--- config.mk ---
export PLATFORM = sky130hd
export DESIGN_NAME = qec_counter
export DESIGN_NICKNAME = d
export VERILOG_FILES = /design/src/rtl/qec_pkg.sv /design/src/rtl/qec_counter.sv /design/src/rtl/qec_sync.sv
export SDC_FILE = /design/constraint.sdc
export NUM_CORES = 1
export LEC_CHECK = 0
export BUFFER_PORTS_ARGS = -buffer_cell sky130_fd_sc_hd__buf_2
export CORE_MARGIN = 2
export CORE_UTILIZATION = 55
export CTS_CLUSTER_DIAMETER = 40
export CTS_CLUSTER_SIZE = 8
export DETAILED_ROUTE_END_ITERATION = 8
export GPL_ROUTABILITY_DRIVEN = 0
export PLACE_DENSITY = 0.74
export SLEW_MARGIN = 20
export SYNTH_ARGS = -nofsm -noshare
export SYNTH_HDL_FRONTEND = slang
export SYNTH_SLANG_ARGS = --single-unit
--- constraint.sdc ---
create_clock -name SYS_CLK_I -period 17.01 [get_ports SYS_CLK_I]
set_clock_uncertainty 0.05 [all_clocks]
set_input_delay 2.5515 -clock SYS_CLK_I [delete_from_list [all_inputs] [get_ports SYS_CLK_I]]
set_output_delay 2.5515 -clock SYS_CLK_I [all_outputs]
set_load 0.02 [all_outputs]
--- src/rtl/qec_pkg.sv ---
// constants for the quadrature encoder counter
`default_nettype none
package qec_pkg;
  // register interface
  localparam int unsigned ADDR_W = 7;
  localparam logic [6:0] ADDR_CONFIG = 7'h38;
  localparam logic [6:0] ADDR_POSITION = 7'h39;
  localparam logic [6:0] ADDR_CONST = 7'h3a;
  localparam logic [6:0] ADDR_FLAGS = 7'h3b;
  localparam logic [6:0] ADDR_CAPTURE = 7'h3c;
  localparam logic [6:0] ADDR_LIMIT = 7'h3d;
  // widths
  localparam int unsigned CFG_W = 11;
  localparam int unsigned LIMIT_W = 20;
  localparam int unsigned FLAG_W = 2;
  // encoder_config field positions
  localparam int unsigned CFG_POL_A = 0;
  localparam int unsigned CFG_POL_B = 1;
  localparam int unsigned CFG_POL_N = 2;
  localparam int unsigned CFG_SKIP_AB = 3;
  localparam int unsigned CFG_CLR_CONT = 4;
  localparam int unsigned CFG_CLR_ONCE = 5;
  localparam int unsigned CFG_POS_EDGE = 6;
  localparam int unsigned CFG_NEG_EDGE = 7;
  localparam int unsigned CFG_CLR_POS = 8;
  localparam int unsigned CFG_CAP_RAMP = 9;
  localparam int unsigned CFG_DECIMAL = 10;
  // encoder_flags field positions
  localparam int unsigned FLAG_INDEX = 0;
  localparam int unsigned FLAG_DEV = 1;
  // reset values
  localparam logic [10:0] CFG_RESET = 11'h000;
  localparam logic [31:0] POS_RESET = 32'h0000_0000;
  localparam logic [31:0] CONST_RESET = 32'h0001_0000;
  localparam logic [19:0] LIMIT_RESET = 20'h0_0000;
  // fraction moduli: binary and decimal
  localparam logic [16:0] FRAC_MOD_BIN = 17'h1_0000;
  localparam logic [16:0] FRAC_MOD_DEC = 17'h0_2710;
  // synchroniser depth
  localparam int unsigned SYNC_STAGES = 2;
endpackage
`default_nettype wire

--- src/rtl/qec_counter.sv ---
// quadrature encoder counter with index capture and deviation watch
`default_nettype none
// Overview of operation
// - encoder inert while pulse-direction mode active
// - signed 32-bit position, readable and writable
// - constant is 16.16 signed, resets to 65536
// - each count adds or subtracts the constant
// - config bit 10 selects decimal fraction units
// - flags index bit0, deviation bit1, write-one clears
// - deviation clear ignored while deviation persists
// - both flags ORed onto interrupt output
// - index event copies position into capture
// - 20-bit limit sets warning; zero disables
// - config bit 9 also captures ramp position
// - config bit 8 clears position after capture
// - bits 7:6 choose level or edge sensitivity
// - bit 5 captures on first event after write
// - bit 4 captures on every index event
// - bit 3 clear requires A/B polarity match
// - bit 2 sets active index level
// - bits 0,1 give required A and B levels
module qec_counter (
  // clock and reset
  input wire logic SYS_CLK_I,
  input wire logic RST_I,
  // encoder pins
  input wire logic ENC_A_I,
  input wire logic ENC_B_I,
  input wire logic ENC_N_I,
  // device mode and ramp generator
  input wire logic STEP_DIR_MODE_I,
  input wire logic [31:0] RAMP_POS_I,
  // register port
  input wire logic [qec_pkg::ADDR_W-1:0] REG_ADDR_I,
  input wire logic REG_WR_I,
  input wire logic [31:0] REG_WDATA_I,
  input wire logic REG_RD_I,
  output logic [31:0] REG_RDATA_O,
  // results
  output logic [31:0] RAMP_CAPTURE_O,
  output logic CAPTURE_O,
  output logic INT_O
);
  import qec_pkg::*;

  typedef struct packed {
    logic [CFG_W-1:0] cfg;
    logic [31:0] pos;
    logic [15:0] frac;
    logic [31:0] kconst;
    logic [FLAG_W-1:0] flags;
    logic [31:0] capture;
    logic [31:0] ramp_cap;
    logic [LIMIT_W-1:0] limit;
    logic a_prev;
    logic b_prev;
    logic match_prev;
    logic once_armed;
    logic cap_pulse;
    logic [31:0] rdata;
  } qec_state_s;

  qec_state_s st;
  qec_state_s next_st;

  logic [2:0] pins_sync;
  logic a_s;
  logic b_s;
  logic n_s;
  logic active;
  logic count_en;
  logic count_up;
  logic [16:0] frac_mod;
  logic [16:0] fsum;
  logic [16:0] fdif;
  logic carry;
  logic borrow;
  logic [31:0] k_int;
  logic [31:0] pos_count;
  logic [15:0] frac_count;
  logic n_active;
  logic match;
  logic qualify;
  logic take;
  logic [32:0] diff;
  logic [32:0] diff_abs;
  logic dev_cond;
  logic wr_cfg;
  logic wr_pos;
  logic wr_flags;

  // input synchroniser
  qec_sync #(
    .W(3)
  ) u_sync (
    .clk_i(SYS_CLK_I),
    .rst_i(RST_I),
    .d_i({ENC_N_I, ENC_B_I, ENC_A_I}),
    .q_o(pins_sync)
  );

  assign a_s = pins_sync[0];
  assign b_s = pins_sync[1];
  assign n_s = pins_sync[2];

  always_comb begin
    next_st = st;
    wr_cfg = REG_WR_I && (REG_ADDR_I == ADDR_CONFIG);
    wr_pos = REG_WR_I && (REG_ADDR_I == ADDR_POSITION);
    wr_flags = REG_WR_I && (REG_ADDR_I == ADDR_FLAGS);
    // pins are reassigned in pulse-direction mode
    active = !STEP_DIR_MODE_I;

    // exactly one channel moved; glitches that move both are dropped
    count_en = active && (((a_s ^ st.a_prev) ^ (b_s ^ st.b_prev)) == 1'b1);
    count_up = a_s ^ st.b_prev;

    // fraction wraps at 65536 or 10000
    frac_mod = st.cfg[CFG_DECIMAL] ? FRAC_MOD_DEC : FRAC_MOD_BIN;
    k_int = {{16{st.kconst[31]}}, st.kconst[31:16]};
    fsum = {1'b0, st.frac} + {1'b0, st.kconst[15:0]};
    fdif = {1'b0, st.frac} - {1'b0, st.kconst[15:0]};
    carry = (fsum >= frac_mod);
    borrow = fdif[16];
    if (count_up) begin
      frac_count = carry ? 16'(fsum - frac_mod) : fsum[15:0];
      pos_count = st.pos + k_int + {31'h0000_0000, carry};
    end else begin
      frac_count = borrow ? 16'(fdif + frac_mod) : fdif[15:0];
      pos_count = st.pos - k_int - {31'h0000_0000, borrow};
    end

    // index qualification
    n_active = (n_s == st.cfg[CFG_POL_N]);
    match = active && n_active && (st.cfg[CFG_SKIP_AB] ||
            ((a_s == st.cfg[CFG_POL_A]) && (b_s == st.cfg[CFG_POL_B])));
    case ({st.cfg[CFG_NEG_EDGE], st.cfg[CFG_POS_EDGE]})
      2'b00: qualify = match;
      2'b01: qualify = match && !st.match_prev;
      2'b10: qualify = !match && st.match_prev;
      2'b11: qualify = match ^ st.match_prev;
      default: qualify = 1'b0;
    endcase
    // a mode change must not leave a stale edge behind
    qualify = qualify && active;
    take = qualify && (st.cfg[CFG_CLR_CONT] || st.once_armed);

    next_st.a_prev = a_s;
    next_st.b_prev = b_s;
    next_st.match_prev = match;
    next_st.cap_pulse = take;

    // counting, index clear, then software write in rising priority
    if (count_en) begin
      next_st.pos = pos_count;
      next_st.frac = frac_count;
    end
    if (take) begin
      next_st.capture = st.pos;
      if (st.cfg[CFG_CAP_RAMP]) begin
        next_st.ramp_cap = RAMP_POS_I;
      end
      if (st.cfg[CFG_CLR_POS]) begin
        next_st.pos = POS_RESET;
        next_st.frac = 16'h0000;
      end
      next_st.once_armed = 1'b0;
    end
    if (wr_pos) begin
      next_st.pos = REG_WDATA_I;
      next_st.frac = 16'h0000;
    end
    if (wr_cfg) begin
      next_st.cfg = REG_WDATA_I[CFG_W-1:0];
      next_st.once_armed = REG_WDATA_I[CFG_CLR_ONCE];
    end
    if (REG_WR_I && (REG_ADDR_I == ADDR_CONST)) begin
      next_st.kconst = REG_WDATA_I;
    end
    if (REG_WR_I && (REG_ADDR_I == ADDR_LIMIT)) begin
      next_st.limit = REG_WDATA_I[LIMIT_W-1:0];
    end

    // deviation watch on whole steps
    diff = {st.pos[31], st.pos} - {RAMP_POS_I[31], RAMP_POS_I};
    diff_abs = diff[32] ? 33'(-diff) : diff;
    dev_cond = (st.limit != LIMIT_RESET) &&
               (diff_abs > {13'h0000, st.limit});

    // write-one clear; a fresh event beats the clear
    if (wr_flags) begin
      next_st.flags = st.flags & ~REG_WDATA_I[FLAG_W-1:0];
    end
    if (qualify) begin
      next_st.flags[FLAG_INDEX] = 1'b1;
    end
    if (dev_cond) begin
      next_st.flags[FLAG_DEV] = 1'b1;
    end

    // read data held until the next read
    if (REG_RD_I) begin
      case (REG_ADDR_I)
        ADDR_CONFIG: next_st.rdata = {21'h00_0000, st.cfg};
        ADDR_POSITION: next_st.rdata = st.pos;
        ADDR_FLAGS: next_st.rdata = {30'h0000_0000, st.flags};
        ADDR_CAPTURE: next_st.rdata = st.capture;
        default: next_st.rdata = 32'h0000_0000;
      endcase
    end
  end

  always_ff @(posedge SYS_CLK_I) begin
    if (RST_I) begin
      st <= '0;
      st.cfg <= CFG_RESET;
      st.pos <= POS_RESET;
      st.kconst <= CONST_RESET;
      st.limit <= LIMIT_RESET;
    end else begin
      st <= next_st;
    end
  end

  assign REG_RDATA_O = st.rdata;
  assign RAMP_CAPTURE_O = st.ramp_cap;
  assign CAPTURE_O = st.cap_pulse;
  assign INT_O = |st.flags;

  // pulse-direction mode freezes the counter unless software writes it
  chk_stepdir_frozen: assert property (@(posedge SYS_CLK_I) disable iff (RST_I)
    (STEP_DIR_MODE_I && !wr_pos) |=> (st.pos == $past(st.pos)))
    else $error("position moved in pulse-direction mode");

  chk_pos_write: assert property (@(posedge SYS_CLK_I) disable iff (RST_I)
    wr_pos |=> (st.pos == $past(REG_WDATA_I)) && (st.frac == 16'h0000))
    else $error("written position not taken");

  chk_const_reset: assert property (@(posedge SYS_CLK_I) disable iff (RST_I)
    $past(RST_I) |-> (st.kconst == CONST_RESET))
    else $error("constant not at reset value");

  chk_count_binary: assert property (@(posedge SYS_CLK_I) disable iff (RST_I)
    (count_en && count_up && !st.cfg[CFG_DECIMAL] && !take && !wr_pos) |=>
    ({st.pos, st.frac} == 48'($past({st.pos, st.frac}) +
      {{16{$past(st.kconst[31])}}, $past(st.kconst)})))
    else $error("binary up count wrong");

  chk_count_decimal: assert property (@(posedge SYS_CLK_I) disable iff (RST_I)
    (count_en && st.cfg[CFG_DECIMAL] && !take && !wr_pos && (st.kconst[15:0] < 16'h2710))
    |=> (st.frac < 16'h2710) || ($past(st.frac) >= 16'h2710))
    else $error("decimal fraction out of range");

  chk_dev_sticky: assert property (@(posedge SYS_CLK_I) disable iff (RST_I)
    (dev_cond && wr_flags && REG_WDATA_I[FLAG_DEV]) |=> st.flags[FLAG_DEV])
    else $error("deviation flag cleared while active");

  chk_irq_follows: assert property (@(posedge SYS_CLK_I) disable iff (RST_I)
    (qualify || dev_cond) |=> INT_O)
    else $error("interrupt missing after event");

  chk_capture_value: assert property (@(posedge SYS_CLK_I) disable iff (RST_I)
    take |=> (st.capture == $past(st.pos)) && CAPTURE_O)
    else $error("capture holds wrong position");

  chk_limit_off: assert property (@(posedge SYS_CLK_I) disable iff (RST_I)
    ((st.limit == LIMIT_RESET) && !st.flags[FLAG_DEV]) |=> !st.flags[FLAG_DEV])
    else $error("deviation set with check disabled");

  chk_ramp_capture: assert property (@(posedge SYS_CLK_I) disable iff (RST_I)
    (take && st.cfg[CFG_CAP_RAMP]) |=> (RAMP_CAPTURE_O == $past(RAMP_POS_I)))
    else $error("ramp position not captured");

  chk_index_clear: assert property (@(posedge SYS_CLK_I) disable iff (RST_I)
    (take && st.cfg[CFG_CLR_POS] && !wr_pos) |=> (st.pos == POS_RESET))
    else $error("position not cleared on index");

  chk_once_disarm: assert property (@(posedge SYS_CLK_I) disable iff (RST_I)
    (take && !st.cfg[CFG_CLR_CONT] && !wr_cfg) |=> !st.once_armed ##1 !take)
    else $error("single capture repeated");

  chk_edge_rise: assert property (@(posedge SYS_CLK_I) disable iff (RST_I)
    (({st.cfg[CFG_NEG_EDGE], st.cfg[CFG_POS_EDGE]} == 2'b01) && qualify) |->
    (match && !$past(match)))
    else $error("rising index edge misdetected");

  chk_stepdir_noindex: assert property (@(posedge SYS_CLK_I) disable iff (RST_I)
    STEP_DIR_MODE_I |-> (!qualify && !take))
    else $error("index event in pulse-direction mode");

  chk_flag_clear: assert property (@(posedge SYS_CLK_I) disable iff (RST_I)
    (wr_flags && REG_WDATA_I[FLAG_INDEX] && !qualify) |=> !st.flags[FLAG_INDEX])
    else $error("index flag not cleared");

  chk_every_event: assert property (@(posedge SYS_CLK_I) disable iff (RST_I)
    (qualify && st.cfg[CFG_CLR_CONT]) |=> CAPTURE_O && (st.capture == $past(st.pos)))
    else $error("continuous capture missed");

  chk_index_level: assert property (@(posedge SYS_CLK_I) disable iff (RST_I)
    (st.cfg[CFG_SKIP_AB] && (n_s != st.cfg[CFG_POL_N])) |-> !match)
    else $error("inactive index level matched");
endmodule
`default_nettype wire

--- src/rtl/qec_sync.sv ---
// two-flop synchroniser for the encoder inputs
`default_nettype none
module qec_sync #(
  parameter int unsigned W = 3
) (
  // clock and reset
  input wire logic clk_i,
  input wire logic rst_i,
  // data
  input wire logic [W-1:0] d_i,
  output logic [W-1:0] q_o
);
  import qec_pkg::*;

  typedef struct packed {
    logic [W-1:0] s1;
    logic [W-1:0] s2;
  } qec_sync_s;

  qec_sync_s st;
  qec_sync_s next_st;

  // first stage feeds only the second
  always_comb begin
    next_st.s1 = d_i;
    next_st.s2 = st.s1;
  end

  always_ff @(posedge clk_i) begin
    if (rst_i) begin
      st <= '0;
    end else begin
      st <= next_st;
    end
  end

  assign q_o = st.s2;
endmodule
`default_nettype wire

==> key figures <==
Status
  – Status: finished clean

Clock tree
  – Clock slew at reported path FFs: 0.05 ns
  – Clock sinks: 220
  – CTS tree: done
  – Maximum number of buffers from clock root to sink: 3
  – Cell chosen for the clock root: clkbuf_16
  – Clock network latency to the later pin of the worst-skew pair: 0.58 ns
  – Gates resized, CTS repair: 0
  – Setup repair bufs after CTS: 0
  – H-Tree Depth: 2
  – Total clock buffers created by CTS: 43
  – Hold_buf cts: 0

Layout
  – Most common cell after layout, fill and taps aside: nand2_1
  – Final design area excluding fillers: about 20000 µm²
  – Layout cell share with drive strength beyond 1: 0.107
  – Most frequent cells in the layout: nand2_1, a21oi_1, dfxtp_1
  – Post-route non-filler standard cell count: between 2000 and 3000
  – Synthesis-to-layout area growth: 11.4%
  – Nets@finish: 2799
  – Final design utilization: 0.623

Timing
  – Setup repair after global routing missed its margin: no
  – Post-route clock period utilization: 0.465
  – Worst-case setup margin in the final layout: ~9.1 ns
  – Number of setup violations in the final report: 0
  – Fmax: 126 MHz
  – Minimum hold slack: 0.390 ns
  – Worst Max-Slew Pin Slew: ~1.0 ns
  – Post-route setup TNS: 0 ns
  – Min Tclk post-route: 7.92 ns
  – Max transition margin: 0.302
  – Number of endpoints with negative hold slack in the final report: 0
  – Number of slew-limit violations in the final report: 0

Critical path
  – Startpoint of the lowest-slack register-to-register path: st[124]
  – Number of cells traversed by the worst register-to-register path: 31
  – Worst path slowest cell: o311ai_0
  – Worst endpoint data arrival time: 8.26 ns
  – Crit Path Class: flip-flop to flip-flop
  – Top fanout value on the critical path: 11
  – CP Data Required Time: between 15 and 20 ns
  – Startpoint type of the worst setup path: flip-flop
  – Kind of end point of the critical path: flip-flop
  – R2R setup slack: 9.09 ns
  – Critical path's largest stage delay: 0.63 ns
  – Reg-to-Reg End: st[202]

Synthesis
  – Primary FF master, synth: dfxtp_1
  – Synth Area per Inst: ~7.3 µm²
  – Number of warnings reported in the yosys synthesis log: 0
  – Portion of the post-synthesis area used by sequential elements: 0.241
  – Fraction of registers with async set/reset: 0
  – Cell area after technology mapping: 18200 µm²
  – Cell count after synthesis: about 2500
  – Flip-flop and latch count after synthesis: 220
  – Post-synth EDFFs: 0
  – Number of distinct library cell variants in the gate-level netlist after synthesis: 88
  – Synth Net Count: 2762

Routing
  – Wirelength, routed: 58.6 mm
  – Antenna Violating Nets Remaining: 0
  – Routed via count: between 15000 and 20000
  – Number of DRC violations after detailed-routing iteration 0: 1690
  – Routed WL per cell: approximately 20 µm
  – Drt via density: 6.12
  – Number of detailed-routing iterations run before antenna repair: 7
  – DRC viols: 0

Placed design
  – HPWL reported at the end of detailed placement: 42.6 mm
  – Cell area after placement: around 19000 µm²
  – Setup WS pre-CTS: around 9 ns
  – Port-buffer cells: between 100 and 150
  – Total placed cells including tap cells: between 2000 and 3000

Power
  – Cell area power density: 109 nW/µm²
  – Max VDD drop: a little under 0.09 mV
  – Post-layout total power: 2.21 mW
  – Total leakage power: 8.70 nW

Flow run
  – Number of max-cap violations: 0

GRT
  – Total congestion overflow after global routing: 0
  – Number of global-route vias before repair: around 17000
  – Global-route usage over all layers: 0.333
  – Maximum number of pins on one net before global-route repair: 104
  – Antenna violations before repair: 3
  – First-pass GRT wire length: roughly 90 mm

Floorplan
  – Placeable core region: 32600 µm²
  – Effective utilization at floorplan: 0.559
  – Die H: about 190 µm
  – Number of top-level design ports: 145
  – Number of placement rows: 66
  – Die area: 34600 µm²
  – Die outline width: 186 µm

Min path
  – Startpoint of the worst hold path: u_sync.next_st[2]
  – Worst Hold End: u_sync.q_o[2]
  – Hold Path Stages: 1
  – Hold crit path type: flip-flop to flip-flop
-- power breakdown --
group	leakage, nW	internal [mW]	switching (mW)
clock network	0.722	0.581	0.291
logic	6.20	0.316	0.455
registers	1.78	0.532	0.0389
-- layout make-up --
| class | instances | area (µm²) |
|---|---|---|
| antenna | 3 | 7.51 |
| clock buffer | 55 | 1190 |
| clock inverter | 16 | 278 |
| fill | 2899 | 12300 |
| inverter | 199 | 747 |
| multi-input combinational | 1893 | 12200 |
| sequential | 220 | 4400 |
| tap | 442 | 553 |
| timing repair buffer | 166 | 892 |
-- worst max-delay path: cells and delay by family (launching register included) --
family | cells | cell delay, ns
adder cells (fa/ha/maj) | 3 | 1.00
AO/OA/AOI/OAI | 18 | 5.18
AND/OR/NAND/NOR | 6 | 0.71
XOR/XNOR | 2 | 0.29
flip-flops | 1 | 0.34
buffers and inverters | 2 | 0.18
-- per-layer routing --
metal	vias up	part of all wire	global-route usage
met5	-	0.00044	0
li1	8667	-	-
met4	4	0.052	0.181
met2	895	0.45	0.550
met1	8536	0.39	0.405
met3	214	0.10	0.0709
-- flip-flops by register name, indices dropped and copies added, names as in the netlist --
register,count
u_sync.q_o,3
REG_RDATA_O,32
st,133
k_int,16
CAPTURE_O,1
RAMP_CAPTURE_O,32
u_sync.next_st,3
-- worst max path at each step --
stage / endpoint / from / cells after the start
finish: st[202] / st[124] / 31
global route: st[202] / st[123] / 30
CTS: st[202] / st[124] / 31
detailed placement: st[122] / RAMP_POS_I[0] / 24
global placement: st[122] / RAMP_POS_I[0] / 24
floorplan: st[122] / RAMP_POS_I[6] / 23
-- Yosys cell counts (15+ instances only) --
library cell / number / share of area
nand2_1: 382 / 0.079
a21oi_1: 307 / 0.084
dfxtp_1: 220 / 0.24
inv_1: 199 / 0.041
nor2_1: 197 / 0.041
ha_1: 190 / 0.13
xnor2_1: 109 / 0.052
clkbuf_1: 105 / 0.022
o21ai_0: 99 / 0.027
buf_4: 64 / 0.026
xor2_1: 41 / 0.020
a21o_1: 38 / 0.016
nand3_1: 35 / 0.0096
a22oi_1: 32 / 0.013
nor3_1: 30 / 0.0082
nor2b_1: 27 / 0.0093
o21bai_1: 27 / 0.011
o211ai_1: 25 / 0.010
nand2b_1: 21 / 0.0072
a31oi_1: 19 / 0.0065
nand4_1: 19 / 0.0065
a211oi_1: 18 / 0.0074
o21a_1: 17 / 0.0070
o31ai_1: 15 / 0.0062
-- cells by family (layout without fill, tap and decap cells) --
group / count (synthesis) / after routing / synth area share
AND/OR/NAND/NOR: 810 / 810 / 0.200
adder cells (fa/ha/maj): 197 / 197 / 0.138
buffers and inverters: 373 / 436 / 0.0905
flip-flops: 220 / 220 / 0.241
multiplexers: 16 / 16 / 0.00912
XOR/XNOR: 150 / 150 / 0.0720
AO/OA/AOI/OAI: 720 / 720 / 0.249
other: 0 / 3 / 0
Power figures use the tool's default switching activity.
